==> src/actc_pkg.sv <==
package actc_pkg;
	// ----------------------------------------
	// register byte addresses
	// ----------------------------------------
	localparam logic [7:0] ADDR_CTRL0 = 8'h00; // start, busy, enable, format, channel
	localparam logic [7:0] ADDR_INSEL = 8'h04; // input source, clock divide
	localparam logic [7:0] ADDR_PGA = 8'h08; // gain amp and reference
	localparam logic [7:0] ADDR_TRIG = 8'h0c; // trigger and compare control
	localparam logic [7:0] ADDR_DLY = 8'h10; // delay count
	localparam logic [7:0] ADDR_RESL = 8'h14; // result low byte
	localparam logic [7:0] ADDR_RESH = 8'h18; // result high byte
	localparam logic [7:0] ADDR_LOBL = 8'h1c; // lower bound low byte
	localparam logic [7:0] ADDR_LOBH = 8'h20; // lower bound high byte
	localparam logic [7:0] ADDR_HIBL = 8'h24; // upper bound low byte
	localparam logic [7:0] ADDR_HIBH = 8'h28; // upper bound high byte
	localparam logic [7:0] ADDR_BGAP = 8'h2c; // bandgap enable
	localparam logic [7:0] ADDR_STAT = 8'h30; // done / compare flags, write 1 clears
	// ----------------------------------------
	// writable masks (unimplemented bits read zero)
	// ----------------------------------------
	localparam logic [7:0] MASK_CTRL0 = 8'hbf;
	localparam logic [7:0] MASK_INSEL = 8'he7;
	localparam logic [7:0] MASK_PGA = 8'h9f;
	localparam logic [7:0] MASK_TRIG = 8'hfb;
	localparam logic [7:0] MASK_BGAP = 8'h01;
	localparam logic [7:0] RST_BYTE = 8'h00;
	// ----------------------------------------
	// field positions
	// ----------------------------------------
	localparam int B_START = 7;
	localparam int B_BUSY = 6;
	localparam int B_EN = 5;
	localparam int B_JUST = 4;
	localparam int B_GAEN = 7;
	localparam int B_GAIS = 4;
	localparam int B_TSRC = 7;
	localparam int B_DLYEN = 6;
	localparam int B_PWSEL = 5;
	localparam int B_CHI = 4;
	localparam int B_CLO = 3;
	// ----------------------------------------
	// input source codes and misc
	// ----------------------------------------
	localparam logic [2:0] SRC_EXT = 3'h0;
	localparam logic [2:0] SRC_OPAMP = 3'h1;
	localparam logic [3:0] CH_LAST = 4'ha;
	localparam logic [1:0] REF_PIN = 2'h1;
	localparam logic [7:0] CONV_CLKS = 8'h10; // conversion clocks per result
	localparam logic [1:0] CMP_INSIDE = 2'h0;
	localparam logic [1:0] CMP_LOW = 2'h1;
	localparam logic [1:0] CMP_HIGH = 2'h2;
	localparam logic [1:0] HTRANS_NONSEQ = 2'h2;
	typedef enum logic [1:0] {ACTC_IDLE = 2'h0, ACTC_WAIT = 2'h1, ACTC_CONV = 2'h3} actc_state_t;
endpackage : actc_pkg

==> src/actc_top.sv <==
// The AHB-Lite interface to the registers and the register addresses were decided locally.
`timescale 1ns/1ps
// Overview of operation
// format bit picks high or right justify
// channel codes 0-10 route, others float
// source field picks external or internal signal
// internal source disconnects external channel path
// clock field divides by powers of two
// software enables gain amp when used
// bandgap input switches reference pin off
// reference select, pin path off otherwise
// gain field picks four gains
// trigger bit picks software or pwm
// software keeps delay zero unless enabled
// pwm bit picks period or duty
// duty field picks channel, 1x is two
// compare interrupt only for opamp source
// delay lasts count system clocks
// delay starts on flag rising edge
// unimplemented bits ignore writes, read zero
// start high then low begins conversion
// disabled converter keeps result and bounds
// end of conversion sets flag, clears busy
// expired delay starts one conversion
// compare once per new result
module actc_top (
	input wire logic hclk,
	input wire logic hresetn,
	input wire logic hsel,
	input wire logic [7:0] haddr,
	input wire logic [1:0] htrans,
	input wire logic hwrite,
	input wire logic [2:0] hsize,
	input wire logic [31:0] hwdata,
	input wire logic hready,
	output logic [31:0] hrdata,
	output logic hreadyout,
	output logic hresp,
	input wire logic pwm_period_flag,
	input wire logic [2:0] pwm_duty_flag,
	input wire logic [11:0] core_result, // sample from the analog core
	output logic [10:0] ext_channel_on, // one-hot analog switch per input
	output logic [5:0] int_source_on, // opamp, avdd, avdd/2, vr, vr/2, ground
	output logic conv_clk_en, // one pulse per conversion clock
	output logic gain_amp_on,
	output logic gain_amp_ref_pin_on,
	output logic bandgap_on,
	output logic [2:0] ref_on, // avdd, pin, amp output
	output logic [1:0] gain_code,
	output logic conv_done_irq,
	output logic compare_irq,
	output logic conv_busy_flag
);
	// ----------------------------------------
	// registers
	// ----------------------------------------
	logic [7:0] ctrl0_ff, nxt_ctrl0; // busy bit kept apart in busy_ff
	logic [7:0] insel_ff, nxt_insel;
	logic [7:0] pga_ff, nxt_pga;
	logic [7:0] trig_ff, nxt_trig;
	logic [7:0] dly_ff, nxt_dly;
	logic [7:0] bgap_ff, nxt_bgap;
	logic [11:0] res_ff, nxt_res, lob_ff, nxt_lob, hib_ff, nxt_hib;
	logic done_ff, nxt_done, cmp_ff, nxt_cmp;
	logic busy_ff, nxt_busy;
	logic wr_ff, nxt_wr; // pending write data phase
	logic [7:0] wa_ff, nxt_wa;
	logic [31:0] rd_ff, nxt_rd;
	logic [6:0] div_ff, nxt_div;
	logic [7:0] dcnt_ff, nxt_dcnt, ccnt_ff, nxt_ccnt;
	logic [2:0] flag_s1_ff, flag_s2_ff, flag_s3_ff; // pwm flag synchronisers
	actc_pkg::actc_state_t st_ff, nxt_st;
	logic start_prev_ff;
	logic trig_sel, trig_rise, sw_start, go, conv_tick;
	// justify a 12-bit value into low/high bytes
	function automatic logic [15:0] justify(input logic [11:0] v, input logic rj);
		justify = rj ? {4'h0, v} : {v, 4'h0};
	endfunction : justify
	// pick 12-bit value back from a byte write
	function automatic logic [11:0] put_byte(input logic [11:0] v, input logic [7:0] b, input logic hi,
		input logic rj);
		logic [15:0] w;
		w = justify(v, rj);
		if (hi)
			w[15:8] = b;
		else
			w[7:0] = b;
		put_byte = rj ? w[11:0] : w[15:4];
	endfunction : put_byte
	// ----------------------------------------
	// bus slave: zero wait state, always okay
	// ----------------------------------------
	assign hreadyout = 1'b1;
	assign hresp = 1'b0;
	assign hrdata = rd_ff;
	logic take;
	assign take = hsel && hready && htrans == actc_pkg::HTRANS_NONSEQ;
	// read data mux, registered into the data phase
	logic [15:0] rj_res, rj_lob, rj_hib;
	always_comb
	begin
		rj_res = justify(res_ff, ctrl0_ff[actc_pkg::B_JUST]);
		rj_lob = justify(lob_ff, ctrl0_ff[actc_pkg::B_JUST]);
		rj_hib = justify(hib_ff, ctrl0_ff[actc_pkg::B_JUST]);
		nxt_wr = take && hwrite;
		nxt_wa = take ? haddr : wa_ff;
		nxt_rd = 32'h0; // unmapped reads give zero
		if (take && !hwrite)
		begin
			unique case (haddr)
				actc_pkg::ADDR_CTRL0: nxt_rd[7:0] = ctrl0_ff | {1'b0, busy_ff, 6'h0};
				actc_pkg::ADDR_INSEL: nxt_rd[7:0] = insel_ff;
				actc_pkg::ADDR_PGA: nxt_rd[7:0] = pga_ff;
				actc_pkg::ADDR_TRIG: nxt_rd[7:0] = trig_ff;
				actc_pkg::ADDR_DLY: nxt_rd[7:0] = dly_ff;
				actc_pkg::ADDR_RESL: nxt_rd[7:0] = rj_res[7:0];
				actc_pkg::ADDR_RESH: nxt_rd[7:0] = rj_res[15:8];
				actc_pkg::ADDR_LOBL: nxt_rd[7:0] = rj_lob[7:0];
				actc_pkg::ADDR_LOBH: nxt_rd[7:0] = rj_lob[15:8];
				actc_pkg::ADDR_HIBL: nxt_rd[7:0] = rj_hib[7:0];
				actc_pkg::ADDR_HIBH: nxt_rd[7:0] = rj_hib[15:8];
				actc_pkg::ADDR_BGAP: nxt_rd[7:0] = bgap_ff;
				actc_pkg::ADDR_STAT: nxt_rd[1:0] = {cmp_ff, done_ff};
				default: nxt_rd = 32'h0;
			endcase
		end
	end
	// ----------------------------------------
	// control registers and result store
	// ----------------------------------------
	logic cmp_hit;
	always_comb
	begin
		nxt_ctrl0 = ctrl0_ff;
		nxt_insel = insel_ff;
		nxt_pga = pga_ff;
		nxt_trig = trig_ff;
		nxt_dly = dly_ff;
		nxt_bgap = bgap_ff;
		nxt_lob = lob_ff;
		nxt_hib = hib_ff;
		nxt_res = res_ff;
		nxt_done = done_ff;
		nxt_cmp = cmp_ff;
		if (wr_ff)
		begin
			unique case (wa_ff)
				actc_pkg::ADDR_CTRL0: nxt_ctrl0 = hwdata[7:0] & actc_pkg::MASK_CTRL0;
				actc_pkg::ADDR_INSEL: nxt_insel = hwdata[7:0] & actc_pkg::MASK_INSEL;
				actc_pkg::ADDR_PGA: nxt_pga = hwdata[7:0] & actc_pkg::MASK_PGA;
				actc_pkg::ADDR_TRIG: nxt_trig = hwdata[7:0] & actc_pkg::MASK_TRIG;
				actc_pkg::ADDR_DLY: nxt_dly = hwdata[7:0];
				actc_pkg::ADDR_BGAP: nxt_bgap = hwdata[7:0] & actc_pkg::MASK_BGAP;
				// bound writes honour the format; held while disabled
				actc_pkg::ADDR_LOBL: if (ctrl0_ff[actc_pkg::B_EN])
					nxt_lob = put_byte(lob_ff, hwdata[7:0], 1'b0, ctrl0_ff[actc_pkg::B_JUST]);
				actc_pkg::ADDR_LOBH: if (ctrl0_ff[actc_pkg::B_EN])
					nxt_lob = put_byte(lob_ff, hwdata[7:0], 1'b1, ctrl0_ff[actc_pkg::B_JUST]);
				actc_pkg::ADDR_HIBL: if (ctrl0_ff[actc_pkg::B_EN])
					nxt_hib = put_byte(hib_ff, hwdata[7:0], 1'b0, ctrl0_ff[actc_pkg::B_JUST]);
				actc_pkg::ADDR_HIBH: if (ctrl0_ff[actc_pkg::B_EN])
					nxt_hib = put_byte(hib_ff, hwdata[7:0], 1'b1, ctrl0_ff[actc_pkg::B_JUST]);
				actc_pkg::ADDR_STAT:
				begin
					nxt_done = done_ff & ~hwdata[0];
					nxt_cmp = cmp_ff & ~hwdata[1];
				end
				default: nxt_dly = dly_ff;
			endcase
		end
		// completion: set wins over a clear in the same cycle
		if (st_ff == actc_pkg::ACTC_CONV && conv_tick && ccnt_ff == 8'h1)
		begin
			nxt_res = core_result;
			nxt_done = 1'b1;
			if (cmp_hit)
				nxt_cmp = 1'b1;
		end
	end
	// compare against the new sample with current bounds
	always_comb
	begin
		unique case ({trig_ff[actc_pkg::B_CHI], trig_ff[actc_pkg::B_CLO]})
			actc_pkg::CMP_INSIDE: cmp_hit = lob_ff < core_result && core_result < hib_ff;
			actc_pkg::CMP_LOW: cmp_hit = core_result <= lob_ff;
			actc_pkg::CMP_HIGH: cmp_hit = core_result >= hib_ff;
			default: cmp_hit = core_result <= lob_ff || core_result >= hib_ff;
		endcase
		cmp_hit = cmp_hit && insel_ff[7:5] == actc_pkg::SRC_OPAMP;
	end
	// ----------------------------------------
	// trigger path
	// ----------------------------------------
	// flag_s1 is read only by flag_s2
	always_comb
	begin
		logic [1:0] dsel;
		dsel = trig_ff[1:0];
		if (!trig_ff[actc_pkg::B_PWSEL])
			trig_sel = 1'b0; // period path handled below
		else if (dsel == 2'h0)
			trig_sel = flag_s3_ff[0] == 1'b0 && flag_s2_ff[0];
		else if (dsel == 2'h1)
			trig_sel = flag_s3_ff[1] == 1'b0 && flag_s2_ff[1];
		else
			trig_sel = flag_s3_ff[2] == 1'b0 && flag_s2_ff[2];
	end
	logic per_s1_ff, per_s2_ff, per_s3_ff;
	assign trig_rise = trig_ff[actc_pkg::B_PWSEL] ? trig_sel : (per_s2_ff && !per_s3_ff);
	assign sw_start = start_prev_ff && !ctrl0_ff[actc_pkg::B_START];
	// ----------------------------------------
	// sequencer: wait for delay, then convert
	// ----------------------------------------
	always_comb
	begin
		nxt_st = st_ff;
		nxt_dcnt = dcnt_ff;
		nxt_ccnt = ccnt_ff;
		nxt_busy = busy_ff;
		go = 1'b0;
		unique case (st_ff)
			actc_pkg::ACTC_IDLE:
			begin
				if (ctrl0_ff[actc_pkg::B_EN])
				begin
					if (!trig_ff[actc_pkg::B_TSRC] && sw_start)
						go = 1'b1;
					else if (trig_ff[actc_pkg::B_TSRC] && trig_rise)
					begin
						if (trig_ff[actc_pkg::B_DLYEN] && dly_ff != 8'h0)
						begin
							nxt_dcnt = dly_ff;
							nxt_st = actc_pkg::ACTC_WAIT;
						end
						else
							go = 1'b1;
					end
				end
			end
			actc_pkg::ACTC_WAIT:
			begin
				nxt_dcnt = dcnt_ff - 8'h1; // one per system clock
				if (dcnt_ff == 8'h1)
					go = 1'b1;
			end
			actc_pkg::ACTC_CONV:
			begin
				if (conv_tick)
					nxt_ccnt = ccnt_ff - 8'h1;
				if (conv_tick && ccnt_ff == 8'h1)
				begin
					nxt_busy = 1'b0;
					nxt_st = actc_pkg::ACTC_IDLE;
				end
			end
			default: nxt_st = actc_pkg::ACTC_IDLE;
		endcase
		if (go)
		begin
			nxt_busy = 1'b1;
			nxt_ccnt = actc_pkg::CONV_CLKS;
			nxt_st = actc_pkg::ACTC_CONV;
		end
	end
	// conversion clock divider
	assign nxt_div = div_ff + 7'h1;
	always_comb
	begin
		logic [6:0] m;
		m = 7'h7f >> (3'h7 - insel_ff[2:0]);
		conv_tick = (div_ff & m) == 7'h0;
	end
	// ----------------------------------------
	// analog switch controls
	// ----------------------------------------
	always_comb
	begin
		logic [2:0] src;
		src = insel_ff[7:5];
		ext_channel_on = 11'h0;
		if (src == actc_pkg::SRC_EXT && ctrl0_ff[3:0] <= actc_pkg::CH_LAST)
			ext_channel_on[ctrl0_ff[3:0]] = 1'b1;
		int_source_on = 6'h0;
		if (src != actc_pkg::SRC_EXT)
			int_source_on[(src > 3'h6) ? 3'h5 : src - 3'h1] = 1'b1;
		ref_on = pga_ff[3] ? 3'h4 : (pga_ff[3:2] == actc_pkg::REF_PIN ? 3'h2 : 3'h1);
	end
	assign conv_clk_en = conv_tick && st_ff == actc_pkg::ACTC_CONV;
	assign gain_amp_on = pga_ff[actc_pkg::B_GAEN];
	assign gain_amp_ref_pin_on = !pga_ff[actc_pkg::B_GAIS];
	assign bandgap_on = bgap_ff[0];
	assign gain_code = pga_ff[1:0];
	assign conv_done_irq = done_ff;
	assign compare_irq = cmp_ff;
	assign conv_busy_flag = busy_ff;
	// ----------------------------------------
	// state registers
	// ----------------------------------------
	always_ff @(posedge hclk or negedge hresetn)
	begin
		if (!hresetn)
		begin
			ctrl0_ff <= actc_pkg::RST_BYTE;
			insel_ff <= actc_pkg::RST_BYTE;
			pga_ff <= actc_pkg::RST_BYTE;
			trig_ff <= actc_pkg::RST_BYTE;
			dly_ff <= actc_pkg::RST_BYTE;
			bgap_ff <= actc_pkg::RST_BYTE;
			res_ff <= 12'h0;
			lob_ff <= 12'h0;
			hib_ff <= 12'h0;
			done_ff <= 1'b0;
			cmp_ff <= 1'b0;
			busy_ff <= 1'b0;
			wr_ff <= 1'b0;
			wa_ff <= 8'h0;
			rd_ff <= 32'h0;
			div_ff <= 7'h0;
			dcnt_ff <= 8'h0;
			ccnt_ff <= 8'h0;
			st_ff <= actc_pkg::ACTC_IDLE;
			start_prev_ff <= 1'b0;
			flag_s1_ff <= 3'h0;
			flag_s2_ff <= 3'h0;
			flag_s3_ff <= 3'h0;
			per_s1_ff <= 1'b0;
			per_s2_ff <= 1'b0;
			per_s3_ff <= 1'b0;
		end
		else
		begin
			ctrl0_ff <= nxt_ctrl0;
			insel_ff <= nxt_insel;
			pga_ff <= nxt_pga;
			trig_ff <= nxt_trig;
			dly_ff <= nxt_dly;
			bgap_ff <= nxt_bgap;
			res_ff <= nxt_res;
			lob_ff <= nxt_lob;
			hib_ff <= nxt_hib;
			done_ff <= nxt_done;
			cmp_ff <= nxt_cmp;
			busy_ff <= nxt_busy;
			wr_ff <= nxt_wr;
			wa_ff <= nxt_wa;
			rd_ff <= nxt_rd;
			div_ff <= nxt_div;
			dcnt_ff <= nxt_dcnt;
			ccnt_ff <= nxt_ccnt;
			st_ff <= nxt_st;
			start_prev_ff <= ctrl0_ff[actc_pkg::B_START];
			flag_s1_ff <= pwm_duty_flag;
			flag_s2_ff <= flag_s1_ff;
			flag_s3_ff <= flag_s2_ff;
			per_s1_ff <= pwm_period_flag;
			per_s2_ff <= per_s1_ff;
			per_s3_ff <= per_s2_ff;
		end
	end
	// ----------------------------------------
	// checks
	// ----------------------------------------
	chk_done_clears_busy: assert property (@(posedge hclk) disable iff (!hresetn)
		$rose(done_ff) |-> !busy_ff) else $error("done set while busy");
	chk_start_sets_busy: assert property (@(posedge hclk) disable iff (!hresetn)
		(sw_start && ctrl0_ff[actc_pkg::B_EN] && !trig_ff[actc_pkg::B_TSRC] && st_ff == actc_pkg::ACTC_IDLE)
		|=> busy_ff) else $error("start did not set busy");
	chk_ext_off_int: assert property (@(posedge hclk) disable iff (!hresetn)
		insel_ff[7:5] != actc_pkg::SRC_EXT |-> ext_channel_on == 11'h0) else $error("external path shorted");
	chk_float_codes: assert property (@(posedge hclk) disable iff (!hresetn)
		ctrl0_ff[3:0] > actc_pkg::CH_LAST |-> ext_channel_on == 11'h0) else $error("undefined code routed");
	chk_bandgap_pin: assert property (@(posedge hclk) disable iff (!hresetn)
		pga_ff[actc_pkg::B_GAIS] |-> !gain_amp_ref_pin_on) else $error("pin not switched off");
	chk_ref_pin_off: assert property (@(posedge hclk) disable iff (!hresetn)
		pga_ff[3:2] != actc_pkg::REF_PIN |-> !ref_on[1]) else $error("ref pin not off");
	chk_reserved_zero: assert property (@(posedge hclk) disable iff (!hresetn)
		(insel_ff[4:3] == 2'h0) && (pga_ff[6:5] == 2'h0) && !trig_ff[2]) else $error("reserved bit set");
	chk_hold_disabled: assert property (@(posedge hclk) disable iff (!hresetn)
		!ctrl0_ff[actc_pkg::B_EN] && st_ff == actc_pkg::ACTC_IDLE |=> $stable(res_ff) && $stable(lob_ff))
		else $error("result changed while disabled");
	chk_delay_len: assert property (@(posedge hclk) disable iff (!hresetn)
		$rose(st_ff == actc_pkg::ACTC_WAIT) && dly_ff == 8'h2 |-> ##2 busy_ff ##0 !$past(busy_ff))
		else $error("delay length wrong");
endmodule : actc_top

==> config.mk <==
export PLATFORM = sky130hd
export DESIGN_NAME = actc_top
export DESIGN_NICKNAME = d
export VERILOG_FILES = /design/src/actc_pkg.sv /design/src/actc_top.sv
export SDC_FILE = /design/constraint.sdc
export NUM_CORES = 1
export LEC_CHECK = 0
export BUFFER_PORTS_ARGS = -buffer_cell sky130_fd_sc_hd__buf_4
export CORE_MARGIN = 3
export CORE_UTILIZATION = 28
export DETAILED_ROUTE_END_ITERATION = 8
export PLACE_DENSITY = 0.55
export SLEW_MARGIN = 10
export SYNTH_ARGS = -nofsm -noshare
export SYNTH_HDL_FRONTEND = slang
export SYNTH_SLANG_ARGS = --single-unit
==> constraint.sdc <==
create_clock -name hclk -period 2.45 [get_ports hclk]
set_input_delay 0.1225 -clock hclk [delete_from_list [all_inputs] [get_ports hclk]]
set_output_delay 0.1225 -clock hclk [all_outputs]
set_load 0.05 [all_outputs]
==> reports/results.ini <==
[setup_path]
path_max_fanout = 7
arrival_ns = 2.59
cp_slowest_cell = or4b_4
path_buf_inv = 0
worst_setup_path_start_kind = register
critPathTopFamily = simple AND/OR/NAND/NOR gates
crit_path_max_incr_delay_ns = 0.60
worstPathCellList = or4b_4, or2_2, nor3_4, mux2_2
crit_type = reg -> reg
endpoint_kind = register
worstPathRequired_ns = 2.76

[timing]
setup_violations = 0
finalHoldViolations = 0
fin_crit_sh_pct = 93.0
rsz0062_at_grt = no
clock.fmax_mhz = 439
tightest_slew_ns = 0.944
slew-limit-headroom_pct = 36.4
fin_skew_ns = 0.00990
finalSetupTns_ns = 0
finalCriticalPeriod_ns = 2.28
slew_violations = 0
holdWs_ns = 0.0234

[floorplanning]
io_pins = 129
start_util_pct = 28.9
die_area_sq_um = 29400
coreArea_sq_um = 26500
dieHeight_um = 171
rows = 59
die_w_um = 171

[yosys]
postSynthAreaPerCell_sq_um = 9.60
ys_seq_area_share_pct = 42.1
synth_async_sr_flop_share_pct = 100
ys_warn_count = 0
synth_edf_count = 0
ys.flop_type = dfrtp_1
syn_area_sq_um = 7660
netlist_instances = 798
synth-seq-cells = 129
synthDistinctLibCells = 74

[detailed_routing]
num_vias = 6563
vias_per_cell = 5.22
ant_nets = 0
routed_wl_um = 24500
firstDrtPassIters = 5
drt_iter0_drc = 479
wl_per_cell_um = 19.5
drcViolationCount = 0

[clocking]
cts_tree = yes
cts_buffers = 17
clk_path_buf_depth = 2
cts_root_buffer = clkbuf_16
numClockSinks = 129
cts.reportedPaths.clkPinSlew_ns = 0.06
clk_latency_ns = 0.43
cts-htree-levels = 4

[layout]
n_antenna_cell = 0
syn2layout_area_growth_pct = 23.6
layout-drive-gt1-share_pct = 24.1
fin_util_pct = 35.7
nets = 1008

[pwr]
p_per_area_nw_per_um2 = 644
p_leak_uw = 0.00438
ir_drop_uv = 396

[worst_hold_path]
hp-class = in -> reg

[grt]
first_global_vias = 6364
grt_usage_pct = 17.0
grt_max_degree = 59
grt_pass1_wl_um = 37900
grt_overflow = 0
antenna_found_initial = 0

[placement]
gp_congestion = 0.960
port-buffer-count = 75
dp_hpwl_um = 18300

[status]
status = finished clean

[flow_run]
drv_cap = 0

-- Yosys cell counts, types with 11 or more instances --
cell type	n	area [sq um]
a21oi_1	36	180
a221oi_1	11	96.3
a22oi_1	11	82.6
and3_1	12	75.1
buf_4	30	225
clkbuf_1	24	90.1
dfrtp_1	129	3230
ha_1	33	413
inv_1	42	158
mux2_2	49	552
mux2i_1	18	180
nand2_1	88	330
nand3_1	21	105
nor2_1	47	176
nor3_1	15	75.1
o21ai_0	54	270
o22ai_1	18	113
-- placed cells by master (no fill, tap or decap), types with 5 or more instances in the layout --
master / count
clkbuf_16: 17
nand3_1: 21
o21ai_0: 54
ha_1: 33
xor2_1: 7
nor2_1: 47
nor4_1: 6
inv_1: 42
o211ai_1: 9
nand3b_1: 9
a31oi_1: 8
inv_8: 5
nand2_1: 88
nor3_1: 15
mux2_2: 49
buf_4: 111
xnor2_1: 6
conb_1: 26
mux2i_1: 18
o22ai_1: 18
dfrtp_1: 128
a221oi_1: 11
a22oi_1: 11
nand4_1: 8
dlygate4sd3_1: 19
and3_1: 12
nand4b_1: 7
a21oi_1: 36
-- per-stage QoR --
| step | area, sq um | power (uW) | instances | setup slack [ns] |
|---|---|---|---|---|
| CTS | 9470 | 6160 | 1257 | 0.181 |
| detailed placement | 8690 | 3590 | 1206 | 0.199 |
| floorplan | 7750 | 3260 | 822 | 0.0770 |
| finish | 9470 | 6100 | 1257 | 0.173 |
| global placement | 8690 | 3570 | 1206 | 0.222 |
| global route | 9470 | 6390 | 1257 | 0.0500 |
-- final timing paths --
check / slack (ns) / startpoint / cells after the start / endpoint
max in group asynchronous: 1.53 / hresetn / 3 / dly_ff[7]$_DFFE_PN0P_
worst max register to register: 0.17 / wa_ff[4]$_DFFE_PN0P_ / 4 / pga_ff[3]$_DFFE_PN0P_
worst max-delay path: 0.17 / wa_ff[4]$_DFFE_PN0P_ / 4 / pga_ff[3]$_DFFE_PN0P_
min in group asynchronous: 0.22 / hresetn / 2 / per_s1_ff$_DFF_PN0_
worst min register to register: 0.35 / flag_s1_ff[1]$_DFF_PN0_ / 0 / flag_s2_ff[1]$_DFF_PN0_
worst min-delay path: 0.02 / haddr[6] / 2 / wa_ff[6]$_DFFE_PN0P_
-- cell type report --
cell class | instances | area [sq um]
clock inverter | 15 | 164
sequential | 129 | 3230
multi-input combinational | 586 | 4010
inverter | 43 | 161
tap | 335 | 419
clock buffer | 17 | 425
fill | 2676 | 17000
timing repair buffer | 132 | 1050
-- routing by layer --
layer	track usage (%)	vias up	part of all wire [%]
met5	0	-	0
met2	25.8	229	45
li1	-	3076	-
met4	4.72	0	1.3
met3	3.17	22	6.0
met1	24.7	3236	48
-- worst reg2reg max path, stage by stage (launching register included) --
cell and delay (ns):
dfrtp_1 0.41, or4b_4 0.60, or2_2 0.36, nor3_4 0.40
mux2_2 0.39
-- power by group --
part / switching, uW / leakage, uW / internal [uW]
Sequential: 223 / 0.00155 / 2310
Clock: 1150 / 0.000283 / 1370
Combinational: 646 / 0.00255 / 405
Total: 2020 / 0.00438 / 4080
-- what timing repair did --
| item | CTS | global route |
|---|---|---|
| setup buffers | 0 | 0 |
| hold buffers | 19 | 0 |
| endpoints found under the hold margin | 73 | 0 |
| setup endpoints to repair | 0 | 1 |
| resized for setup | 0 | 1 |
-- cells by family after synthesis --
logic type / Yosys count / synth area share, %
buffers and inverters: 107 / 6.91
AND/OR/NAND/NOR: 254 / 17.6
AO/OA/AOI/OAI: 192 / 16.6
other: 2 / 0.0980
adder cells (fa/ha/maj): 33 / 5.39
XOR/XNOR: 13 / 1.49
flip-flops: 129 / 42.1
multiplexers: 68 / 9.85
Power figures use the tool's default switching activity.
